$ cat src/sgan_pkg.sv
/*
  constants for the serial gigabit port auto-negotiation control and status bank:
  register indices, field positions, codes and reset values.
  assumes a 32-bit apb slave where byte address = 4 * register index.
*/
package sgan_pkg;
  // register indices; byte address is four times the index
  localparam logic [20:0] CTRL_INDEX = 21'h1F8001;
  localparam logic [20:0] STAT_INDEX = 21'h1F8002;
  localparam logic [20:0] ADV_INDEX = 21'h1F8003;
  localparam int unsigned INDEX_W = 21;
  localparam int unsigned REG_W = 16;
  localparam int unsigned USED_W = 5;

  // control field positions
  localparam int unsigned CTRL_IRQ_EN_BIT = 0;
  localparam int unsigned CTRL_MODE_LSB = 1;
  localparam int unsigned CTRL_ROLE_BIT = 3;
  localparam int unsigned CTRL_LINK_BIT = 4;

  // status field positions
  localparam int unsigned STAT_DONE_BIT = 0;
  localparam int unsigned STAT_DUPLEX_BIT = 1;
  localparam int unsigned STAT_SPEED_LSB = 2;
  localparam int unsigned STAT_LINK_BIT = 4;

  // pcs mode codes; 01 and 11 are reserved
  localparam logic [1:0] MODE_SERDES = 2'h0;
  localparam logic [1:0] MODE_SGMII = 2'h2;

  // partner speed codes; 11 is reserved
  localparam logic [1:0] SPEED_10 = 2'h0;
  localparam logic [1:0] SPEED_100 = 2'h1;
  localparam logic [1:0] SPEED_1000 = 2'h2;

  // reset values
  localparam logic [4:0] CTRL_RESET = 5'h04;
  localparam logic [15:0] ADV_RESET = 16'h0000;
  localparam logic [1:0] SPEED_RESET = 2'h0;
endpackage

$ cat src/sgan_reg_if.sv
/*
  carrier between the apb front end and the register bank.
  assumes selects and write data are stable for the whole transfer.
*/
`timescale 1ns/1ps
interface sgan_reg_if;
  logic sel_ctrl;
  logic sel_stat;
  logic sel_adv;
  logic wr_fire;
  logic [15:0] wdata;
  logic [15:0] rdata;

  modport front (output sel_ctrl, output sel_stat, output sel_adv, output wr_fire, output wdata, input rdata);
  modport regs (input sel_ctrl, input sel_stat, input sel_adv, input wr_fire, input wdata, output rdata);
endinterface

$ cat src/sgan_apb_front.sv
/*
  apb slave front end: address decode, no-wait-state answer, error on unmapped address.
  assumes an apb master that holds the request until pready is seen high.
*/
`timescale 1ns/1ps
module sgan_apb_front #(
  parameter int unsigned ADDR_W = 24
) (
  input wire logic pclk, // bus clock
  input wire logic presetn, // async reset, active low
  input wire logic psel, // slave select
  input wire logic penable, // access phase
  input wire logic pwrite, // write when high
  input wire logic [ADDR_W-1:0] paddr, // byte address
  input wire logic [31:0] pwdata, // write data
  output logic pready, // transfer done
  output logic [31:0] prdata, // read data
  output logic pslverr, // unmapped address
  sgan_reg_if.front regs // to the register bank
);
  initial begin
    if (ADDR_W < sgan_pkg::INDEX_W + 2) begin
      $error("ADDR_W too small for the register indices");
    end
  end

  wire [ADDR_W-3:0] index;
  wire aligned;
  wire mapped;
  wire setup;
  wire fire;

  // decode by word index; byte lanes below a word must be zero
  assign index = paddr[ADDR_W-1:2];
  assign aligned = (paddr[1:0] == 2'h0);
  assign regs.sel_ctrl = aligned && (index == (ADDR_W-2)'(sgan_pkg::CTRL_INDEX));
  assign regs.sel_stat = aligned && (index == (ADDR_W-2)'(sgan_pkg::STAT_INDEX));
  assign regs.sel_adv = aligned && (index == (ADDR_W-2)'(sgan_pkg::ADV_INDEX));
  assign mapped = regs.sel_ctrl | regs.sel_stat | regs.sel_adv;
  assign setup = psel & ~penable;
  assign fire = psel & penable & pready;
  // unmapped writes are dropped here so the bank never sees them
  assign regs.wr_fire = fire & pwrite & mapped;
  assign regs.wdata = pwdata[15:0];

  // answer is registered: ready rises in the first access cycle
  always_ff @(posedge pclk or negedge presetn) begin
    if (!presetn) begin
      pready <= 1'b0;
      pslverr <= 1'b0;
      prdata <= 32'h00000000;
    end else begin
      pready <= setup;
      pslverr <= setup & ~mapped;
      if (setup) begin
        prdata <= (pwrite || !mapped) ? 32'h00000000 : {16'h0000, regs.rdata};
      end
    end
  end
endmodule

$ cat src/sgan_ctrl_status.sv
/*
  auto-negotiation control and status bank of the serial gigabit port pcs.
  assumes pcs result inputs synchronous to pclk and an_done a one-cycle pulse.
*/
// The APB register port is this design's own decision.
`timescale 1ns/1ps
// Overview of operation
// - control writes wait; they apply when the advertisement register is written
// - control bit 3 picks role: 0 mac side, 1 phy side
// - bits 2:1 pick mode: 00 serdes, 10 sgmii, reset to sgmii
// - control bit 0 gates the completion interrupt output
// - status bit 4 shows partner link state, sgmii only
// - status bits 3:2 show partner speed, sgmii only
// - status bit 1 shows partner duplex, sgmii only
// - status bit 0 sets on completion, cleared by writing zero
// - completion flag ignores the interrupt enable
// - in serdes mode link, speed and duplex fields carry no result
module sgan_ctrl_status #(
  parameter int unsigned ADDR_W = 24
) (
  input wire logic pclk, // bus clock
  input wire logic presetn, // async reset, active low
  input wire logic psel, // apb select
  input wire logic penable, // apb access phase
  input wire logic pwrite, // apb write
  input wire logic [ADDR_W-1:0] paddr, // apb byte address
  input wire logic [31:0] pwdata, // apb write data
  output logic pready, // apb ready
  output logic [31:0] prdata, // apb read data
  output logic pslverr, // apb error
  input wire logic pcs_an_done, // negotiation finished, pulse
  input wire logic pcs_partner_link, // link reported by partner
  input wire logic [1:0] pcs_partner_speed, // speed reported by partner
  input wire logic pcs_partner_duplex, // duplex reported by partner
  output logic cfg_adv_link, // advertised link flag
  output logic cfg_phy_side, // 1 phy side, 0 mac side
  output logic [1:0] cfg_pcs_mode, // applied pcs mode
  output logic an_irq // completion interrupt
);
  sgan_reg_if bus ();

  sgan_apb_front #(.ADDR_W(ADDR_W)) front (
    .pclk(pclk),
    .presetn(presetn),
    .psel(psel),
    .penable(penable),
    .pwrite(pwrite),
    .paddr(paddr),
    .pwdata(pwdata),
    .pready(pready),
    .prdata(prdata),
    .pslverr(pslverr),
    .regs(bus.front)
  );

  logic [4:0] ctrl_pend;
  logic [4:0] ctrl_act;
  logic [15:0] advert;
  logic part_link;
  logic [1:0] part_speed;
  logic part_duplex;
  logic an_done_flag;

  wire wr_ctrl;
  wire wr_stat;
  wire wr_adv;
  wire [1:0] wr_mode;
  wire mode_legal;
  wire [4:0] next_ctrl_pend;
  wire act_sgmii;
  wire clear_done;
  wire next_done;
  wire [4:0] stat_view;

  // write strobes per register
  assign wr_ctrl = bus.wr_fire & bus.sel_ctrl;
  assign wr_stat = bus.wr_fire & bus.sel_stat;
  assign wr_adv = bus.wr_fire & bus.sel_adv;

  // a reserved mode code is not taken; the field keeps its last legal value
  assign wr_mode = bus.wdata[sgan_pkg::CTRL_MODE_LSB +: 2];
  assign mode_legal = (wr_mode == sgan_pkg::MODE_SERDES) || (wr_mode == sgan_pkg::MODE_SGMII);
  assign next_ctrl_pend = {bus.wdata[sgan_pkg::CTRL_LINK_BIT], bus.wdata[sgan_pkg::CTRL_ROLE_BIT],
                           mode_legal ? wr_mode : ctrl_pend[sgan_pkg::CTRL_MODE_LSB +: 2],
                           bus.wdata[sgan_pkg::CTRL_IRQ_EN_BIT]};

  // held control copy; software reads back the fields it wrote, except that a reserved mode code is not stored
  always_ff @(posedge pclk or negedge presetn) begin
    if (!presetn) begin
      ctrl_pend <= sgan_pkg::CTRL_RESET;
    end else if (wr_ctrl) begin
      ctrl_pend <= next_ctrl_pend;
    end
  end

  // applied copy moves only on an advertisement write, so mode and role change together
  always_ff @(posedge pclk or negedge presetn) begin
    if (!presetn) begin
      ctrl_act <= sgan_pkg::CTRL_RESET;
      advert <= sgan_pkg::ADV_RESET;
    end else if (wr_adv) begin
      ctrl_act <= ctrl_pend;
      advert <= bus.wdata;
    end
  end

  // partner results are kept only while the applied mode is sgmii
  assign act_sgmii = (ctrl_act[sgan_pkg::CTRL_MODE_LSB +: 2] == sgan_pkg::MODE_SGMII);

  always_ff @(posedge pclk or negedge presetn) begin
    if (!presetn) begin
      part_link <= 1'b0;
      part_speed <= sgan_pkg::SPEED_RESET;
      part_duplex <= 1'b0;
    end else begin
      part_link <= act_sgmii & pcs_partner_link;
      part_speed <= act_sgmii ? pcs_partner_speed : sgan_pkg::SPEED_RESET;
      part_duplex <= act_sgmii & pcs_partner_duplex;
    end
  end

  // sticky completion flag; a set in the clearing cycle wins so no event is lost
  assign clear_done = wr_stat & ~bus.wdata[sgan_pkg::STAT_DONE_BIT];
  assign next_done = pcs_an_done | (an_done_flag & ~clear_done);

  always_ff @(posedge pclk or negedge presetn) begin
    if (!presetn) begin
      an_done_flag <= 1'b0;
    end else begin
      an_done_flag <= next_done;
    end
  end

  // configuration outputs follow the applied copy, registered
  always_ff @(posedge pclk or negedge presetn) begin
    if (!presetn) begin
      cfg_adv_link <= 1'b0;
      cfg_phy_side <= 1'b0;
      cfg_pcs_mode <= sgan_pkg::MODE_SGMII;
      an_irq <= 1'b0;
    end else begin
      cfg_adv_link <= ctrl_act[sgan_pkg::CTRL_LINK_BIT];
      cfg_phy_side <= ctrl_act[sgan_pkg::CTRL_ROLE_BIT];
      cfg_pcs_mode <= ctrl_act[sgan_pkg::CTRL_MODE_LSB +: 2];
      an_irq <= next_done & ctrl_act[sgan_pkg::CTRL_IRQ_EN_BIT];
    end
  end

  // read mux; upper bits of control and status are always zero
  assign stat_view = {part_link, part_speed, part_duplex, an_done_flag};
  assign bus.rdata = bus.sel_ctrl ? {11'h000, ctrl_pend} :
                     bus.sel_stat ? {11'h000, stat_view} :
                     bus.sel_adv ? advert : 16'h0000;
endmodule

$ cat config.mk
export PLATFORM = sky130hd
export DESIGN_NAME = sgan_ctrl_status
export DESIGN_NICKNAME = d
export VERILOG_FILES = /design/src/sgan_pkg.sv /design/src/sgan_reg_if.sv /design/src/sgan_apb_front.sv /design/src/sgan_ctrl_status.sv
export SDC_FILE = /design/constraint.sdc
export NUM_CORES = 1
export LEC_CHECK = 0
export ABC_AREA = 1
export BUFFER_PORTS_ARGS = -buffer_cell sky130_fd_sc_hd__clkbuf_2
export CAP_MARGIN = 20
export CORE_ASPECT_RATIO = 1.75
export CORE_MARGIN = 3
export CORE_UTILIZATION = 38
export CTS_CLUSTER_DIAMETER = 30
export DETAILED_ROUTE_END_ITERATION = 16
export GPL_TIMING_DRIVEN = 1
export MAX_ROUTING_LAYER = met4
export PLACE_DENSITY = 0.69
export SLEW_MARGIN = 10
export SYNTH_ARGS = -nofsm -noshare
export SYNTH_HDL_FRONTEND = slang
export SYNTH_SLANG_ARGS = --single-unit
$ cat constraint.sdc
create_clock -name pclk -period 1 [get_ports pclk]
set_input_delay 0.2 -clock pclk [delete_from_list [all_inputs] [get_ports pclk]]
set_output_delay 0.2 -clock pclk [all_outputs]
set_load 0.01 [all_outputs]
# Word level (Yosys, flattened, before mapping)
# Cells that the tools add are included.
totals:
  ff_bits: 70
  wordCells: 55
op_classes:
  n_eq_ne: 5
  mux: 5
  n_bitwise: 21
  reduce_logical: 9
ops:
  columns: ["operator", "n"]
  rows:
  - ["equality test 22 x 21 -> 1 bit (second input constant)", 3]
  - ["2-to-1 mux 16 bit", 4]
  - ["AND 1 bit", 14]
  - ["equality test 2 bit (second input constant)", 2]
  - ["logical NOT 2 bit", 2]
  - ["NOT 1 bit", 4]
  - ["logical AND 1 bit", 3]
  - ["bitwise OR 1 bit", 3]
  - ["logical OR 1 bit", 2]
  - ["2-to-1 mux 2 bit", 1]
  - ["AND reduction 2 bit", 1]
  - ["logical NOT 1 bit", 1]

# Depth between registers and ports, before layout
depth:
  word_depth: 11
  depth_mapped: 11
  ltp_nobuf: 11

# Modules after synthesis
# From an unflattened synthesis, not the netlist that was laid out.
hier_totals:
  hier_cells: 366
  area_unflattened_um2: 2927.8
modules_own_cells:
  columns: ["mod", "n_inst", "cells_per_inst", "area_each_um2"]
  rows:
  - ["sgan_ctrl_status", 1, 166, 1535.2]
  - ["sgan_apb_front", 1, 200, 1392.6]

# Least setup slack after synthesis
# No wires, ideal clock.
synth_path:
  path_kind: "input to register"
  from: "in paddr[7]"
  to: "reg front.prdata[6]"
  setup_ps: 117
  arrival_ps: 1046
  path_slack_ps: -163
  stages: 8
  cell_sequence: "nor2_2 > nand3_1 > nor2_1 > nand2_2 > and3_4 > buf_6 > nand3_2 > nand2_1"
synth_via:
  elab_chain_cells: 7
synth_lines:
  columns: ["element", "line_no", "text"]
  rows:
  - ["from (decl)", "sgan_ctrl_status.sv:26", "input wire logic [ADDR_W-1:0] paddr,"]
  - ["equality test 22 x 21 -> 1 bit (on tied branches)", "sgan_apb_front.sv:36, sgan_apb_front.sv:37", null]
  - ["logical AND 1 bit (on tied branches)", "sgan_apb_front.sv:36, sgan_apb_front.sv:37", null]
  - ["bitwise OR 1 bit (2 in a row)", "sgan_apb_front.sv:39", "assign mapped = regs.sel_ctrl | regs.sel_stat | regs.sel_adv;"]
  - ["logical NOT 1 bit", "sgan_apb_front.sv:56", "prdata <= (pwrite || !mapped) ? 32'h00000000 : {16'h0000, regs.rdata};"]
  - ["logical OR 1 bit", "sgan_apb_front.sv:56", null]
  - ["2-to-1 mux 16 bit (*)", "sgan_apb_front.sv:56", null]
  - ["to (signal assigned)", "sgan_apb_front.sv:56", null]
  - ["to (decl)", "sgan_apb_front.sv:17", "output logic [31:0] prdata,"]
# Every way passes the cells marked *; elsewhere a longest branch is shown, timed or not.
# A chain may end at the register's enable or synchronous reset.

# Worst setup path after layout
layout_path:
  from: "reg front.pready"
  to: "reg ctrl_pend[0]"
layout_via:
  elab_chain_cells: 4
layout_lines:
  columns: ["element", "line_no", "text"]
  rows:
  - ["from (decl)", "sgan_apb_front.sv:16", "output logic pready,"]
  - ["from (signal assigned)", "sgan_apb_front.sv:53", "pready <= setup;"]
  - ["AND 1 bit", "sgan_apb_front.sv:41", "assign fire = psel & penable & pready;"]
  - ["AND 1 bit (2 in a row)", "sgan_apb_front.sv:43", "assign regs.wr_fire = fire & pwrite & mapped;"]
  - ["AND 1 bit", "sgan_ctrl_status.sv:76", "assign wr_ctrl = bus.wr_fire & bus.sel_ctrl;"]
  - ["to (signal assigned)", "sgan_ctrl_status.sv:90", "ctrl_pend <= sgan_pkg::CTRL_RESET;"]
  - ["to (signal assigned)", "sgan_ctrl_status.sv:92", "ctrl_pend <= next_ctrl_pend;"]
  - ["to (decl)", "sgan_ctrl_status.sv:56", "logic [4:0] ctrl_pend;"]
# No other way between the ends.

==> flow_summary.json <==
{
  "dpl.hpwl_um": 4880,
  "dp_cells": 478,
  "worstHoldPathCells": 2,
  "final_core_util_pct": 59.7,
  "drcViolationCount": 0,
  "critPathLaunchType": "flop",
  "synth_xor_area_share_pct": 0,
  "synth-edff-count": 0,
  "path_cells": "nand2_2 -> nor2_4 -> buf_12 -> nand3_4 -> nand2_1 -> o21ai_1",
  "ys_ff_latch": 54,
  "gp_congestion": 0.915,
  "ys.flop_type": "dfrtp_1",
  "grt_pass1_vias": 2461,
  "synth_top_cell_area_share_pct": 45.5,
  "leakage_nw": 2.22,
  "grt_start_max_net_pins": 24,
  "synth.avg_cell_area_sq_um": 8.87,
  "die_area_sq_um": 8480,
  "hold_violations": 0,
  "worstPathMaxFanout": 7,
  "dieWidth_um": 70.9,
  "num_io_pins": 105,
  "instances_no_fill": 508,
  "insertedDiodeCount": 0,
  "rows": 40,
  "timing.rr.start": "front.pready",
  "layout_commonest_cell": "nand2_1",
  "critPathSlowestCell": "dfrtp_1",
  "wl_um": 7240,
  "routedWlPerCell_um": 14.3,
  "vdd_ir_drop_max_uv": 709,
  "synth-compound-area-share_pct": 3.62,
  "grt_antenna_before_repair": 0,
  "synthCells": 316,
  "yosys.area_share.simple_pct": 36.7,
  "synth_warnings": 0,
  "clkTransAtPathRegs_ns": 0.07,
  "n_fill_cell": 599,
  "core_area_sq_um": 7010,
  "cpLargestDelayFamily": "simple AND/OR/NAND/NOR gates",
  "avgViaCountPerCell": 4.82,
  "synthDistinctLibCells": 27,
  "cts_buffers": 5,
  "holdCritStartpoint": "penable",
  "final_nets": 490,
  "io_buffers": 72,
  "grt.busiest_layer": "met2",
  "cts_htree_levels": 2,
  "hold_path.class": "primary input to flop",
  "setup_viol": 55,
  "rsz0062_at_grt": "yes",
  "setup_slack_ns": -0.148,
  "synth_top_family_by_area": "simple AND/OR/NAND/NOR gates",
  "critPathKind": "flop to flop",
  "fmax_mhz": 871,
  "mostFrequentLayoutCells": "nand2_1 (60), clkbuf_2 (55), dfrtp_1 (51)",
  "global_route.overflow_total": 0,
  "drive_gt1_share_pct": 54.5,
  "fin_crit_ns": 1.15,
  "use_met1_pct": 17.5,
  "synth_sequential_area_ratio_pct": 48.3,
  "cts_tree": "yes",
  "synth_mux_area_share_pct": 0,
  "crit_buf_inv": 1,
  "p_per_area_nw_per_um2": 1030,
  "clockBufferDepth": 2,
  "area_growth_pct": 49.2,
  "endpoint_kind": "flop",
  "start_util_pct": 40.0,
  "synth.cell_area_sq_um": 2800,
  "ant_nets": 0,
  "root_buffer": "clkbuf_16",
  "grt_pass1_wl_um": 11200,
  "grt_use_total_pct": 16.9,
  "max_stage_delay_ns": 0.36,
  "yosys.area_share.adder_pct": 0,
  "die_height_um": 120,
  "synthArstFlopShare_pct": 100,
  "max_cap_viol_count": 0,
  "use_met2_pct": 31.2,
  "final.period_utilization_pct": 115,
  "reg2reg_depth": 6,
  "required_ns": 1.18,
  "met3_usage_pct": 3.77,
  "min_to": "front.pready",
  "r2r_end": "ctrl_pend[0]",
  "r2r_slack_ns": -0.15,
  "status": "finished with violations",
  "yosysTopAreaCell": "dfrtp_1",
  "final_max_slew_viol_count": 0,
  "synth.area.top_cells": "dfrtp_1 (46%), nand2_1 (11%), nand3_1 (6.1%), nand3_2 (5.0%), buf_4 (4.8%)",
  "violations": "negative setup slack",
  "fin_skew_ns": 0.00547,
  "cp_data_arrival_time_ns": 1.32,
  "dr.pass1.iters": 4,
  "drt_iter0_markers": 126,
  "clock-sinks": 54,
  "clock_latency_ns": 0.29,
  "vias": 2448
}
-- routing by layer --
layer / part of all wire (%) / up-vias
met3: 4.1 / 18
met4: 2.8 / 0
met1: 34 / 1177
met2: 59 / 64
li1: - / 1189
met5: 0 / -
-- flip-flops by register name, summed over array words and instances, names as in the netlist --
name / flops
advert: 16
front.prdata: 16
ctrl_act: 5
ctrl_pend: 5
cfg_pcs_mode: 2
part_speed: 2
an_done_flag: 1
an_irq: 1
cfg_adv_link: 1
cfg_phy_side: 1
front.pready: 1
front.pslverr: 1
part_duplex: 1
part_link: 1
-- report_power, final --
group          switching, mW  internal (mW)
Combinational          0.264          0.205
Sequential           0.00169           2.19
Clock                  0.746          0.906
-- stage by stage --
stage / hold slack [ns] / instance area (sq um) / worst slack (ns) / total power, mW / setup TNS (ns)
CTS: 0.0883 / 3750 / -0.153 / 4.27 / -4.08
floorplan: -0.0956 / 2920 / -0.142 / 2.42 / -4.51
finish: 0.0887 / 4180 / -0.148 / 4.31 / -4.06
global route: 0.0935 / 4180 / -0.220 / 4.48 / -7.28
detailed placement: 0.171 / 3380 / -0.430 / 2.62 / -17.12
global placement: 0.173 / 3380 / -0.405 / 2.61 / -15.97
-- area by class of cell --
| cell class | count | area (sq um) | share of cell area (%) |
|---|---|---|---|
| inverters | 30 | 138 | 3.29 |
| repair buffers | 111 | 956 | 22.9 |
| flip-flops and latches | 54 | 1360 | 32.4 |
| clock buffers | 5 | 125 | 2.99 |
| well taps | 84 | 105 | 2.51 |
| clock inverters | 2 | 10.0 | 0.239 |
| multi-input cells | 222 | 1490 | 35.7 |
-- how the worst max path moves through the flow --
stage | startpoint | endpoint | slack, ns | cells after the start
final | front.pready | ctrl_pend[0] | -0.15 | 6
after global placement | paddr[16] | front.prdata[4] | -0.40 | 9
after CTS | front.pready | ctrl_pend[1] | -0.15 | 6
after detailed placement | paddr[16] | advert[10] | -0.43 | 12
after global routing | paddr[0] | front.prdata[4] | -0.22 | 9
after floorplan | paddr[16] | advert[0] | -0.14 | 11
-- cells by family after synthesis --
kind of cell	Yosys count
DFF	54
AOI/OAI and AO/OA	13
buffers and inverters	55
other	1
and+or+nand+nor	193
-- what timing repair did --
| item | CTS | global route |
|---|---|---|
| buffers inserted | 7 | 10 |
| pin swaps | 16 | 41 |
| cloned | 2 | 3 |
| endpoints found under the hold margin | 8 | 0 |
| endpoints found under the setup margin | 61 | 64 |
| hold buffers | 1 | 0 |
| gates resized for setup | 37 | 84 |
-- cells in the mapped netlist (2+ instances only) --
cell	number
o21ai_1	3
nor2_4	5
nand4_1	8
nor2_1	18
o21ai_2	9
inv_1	25
nor3_1	2
dfstp_2	3
nand3_1	34
nand2_1	85
nor3_4	2
nand2_2	14
dfrtp_1	51
inv_2	4
buf_4	18
nand3_2	14
nor2_2	7
buf_6	5
(Power assumes the default switching activity.)
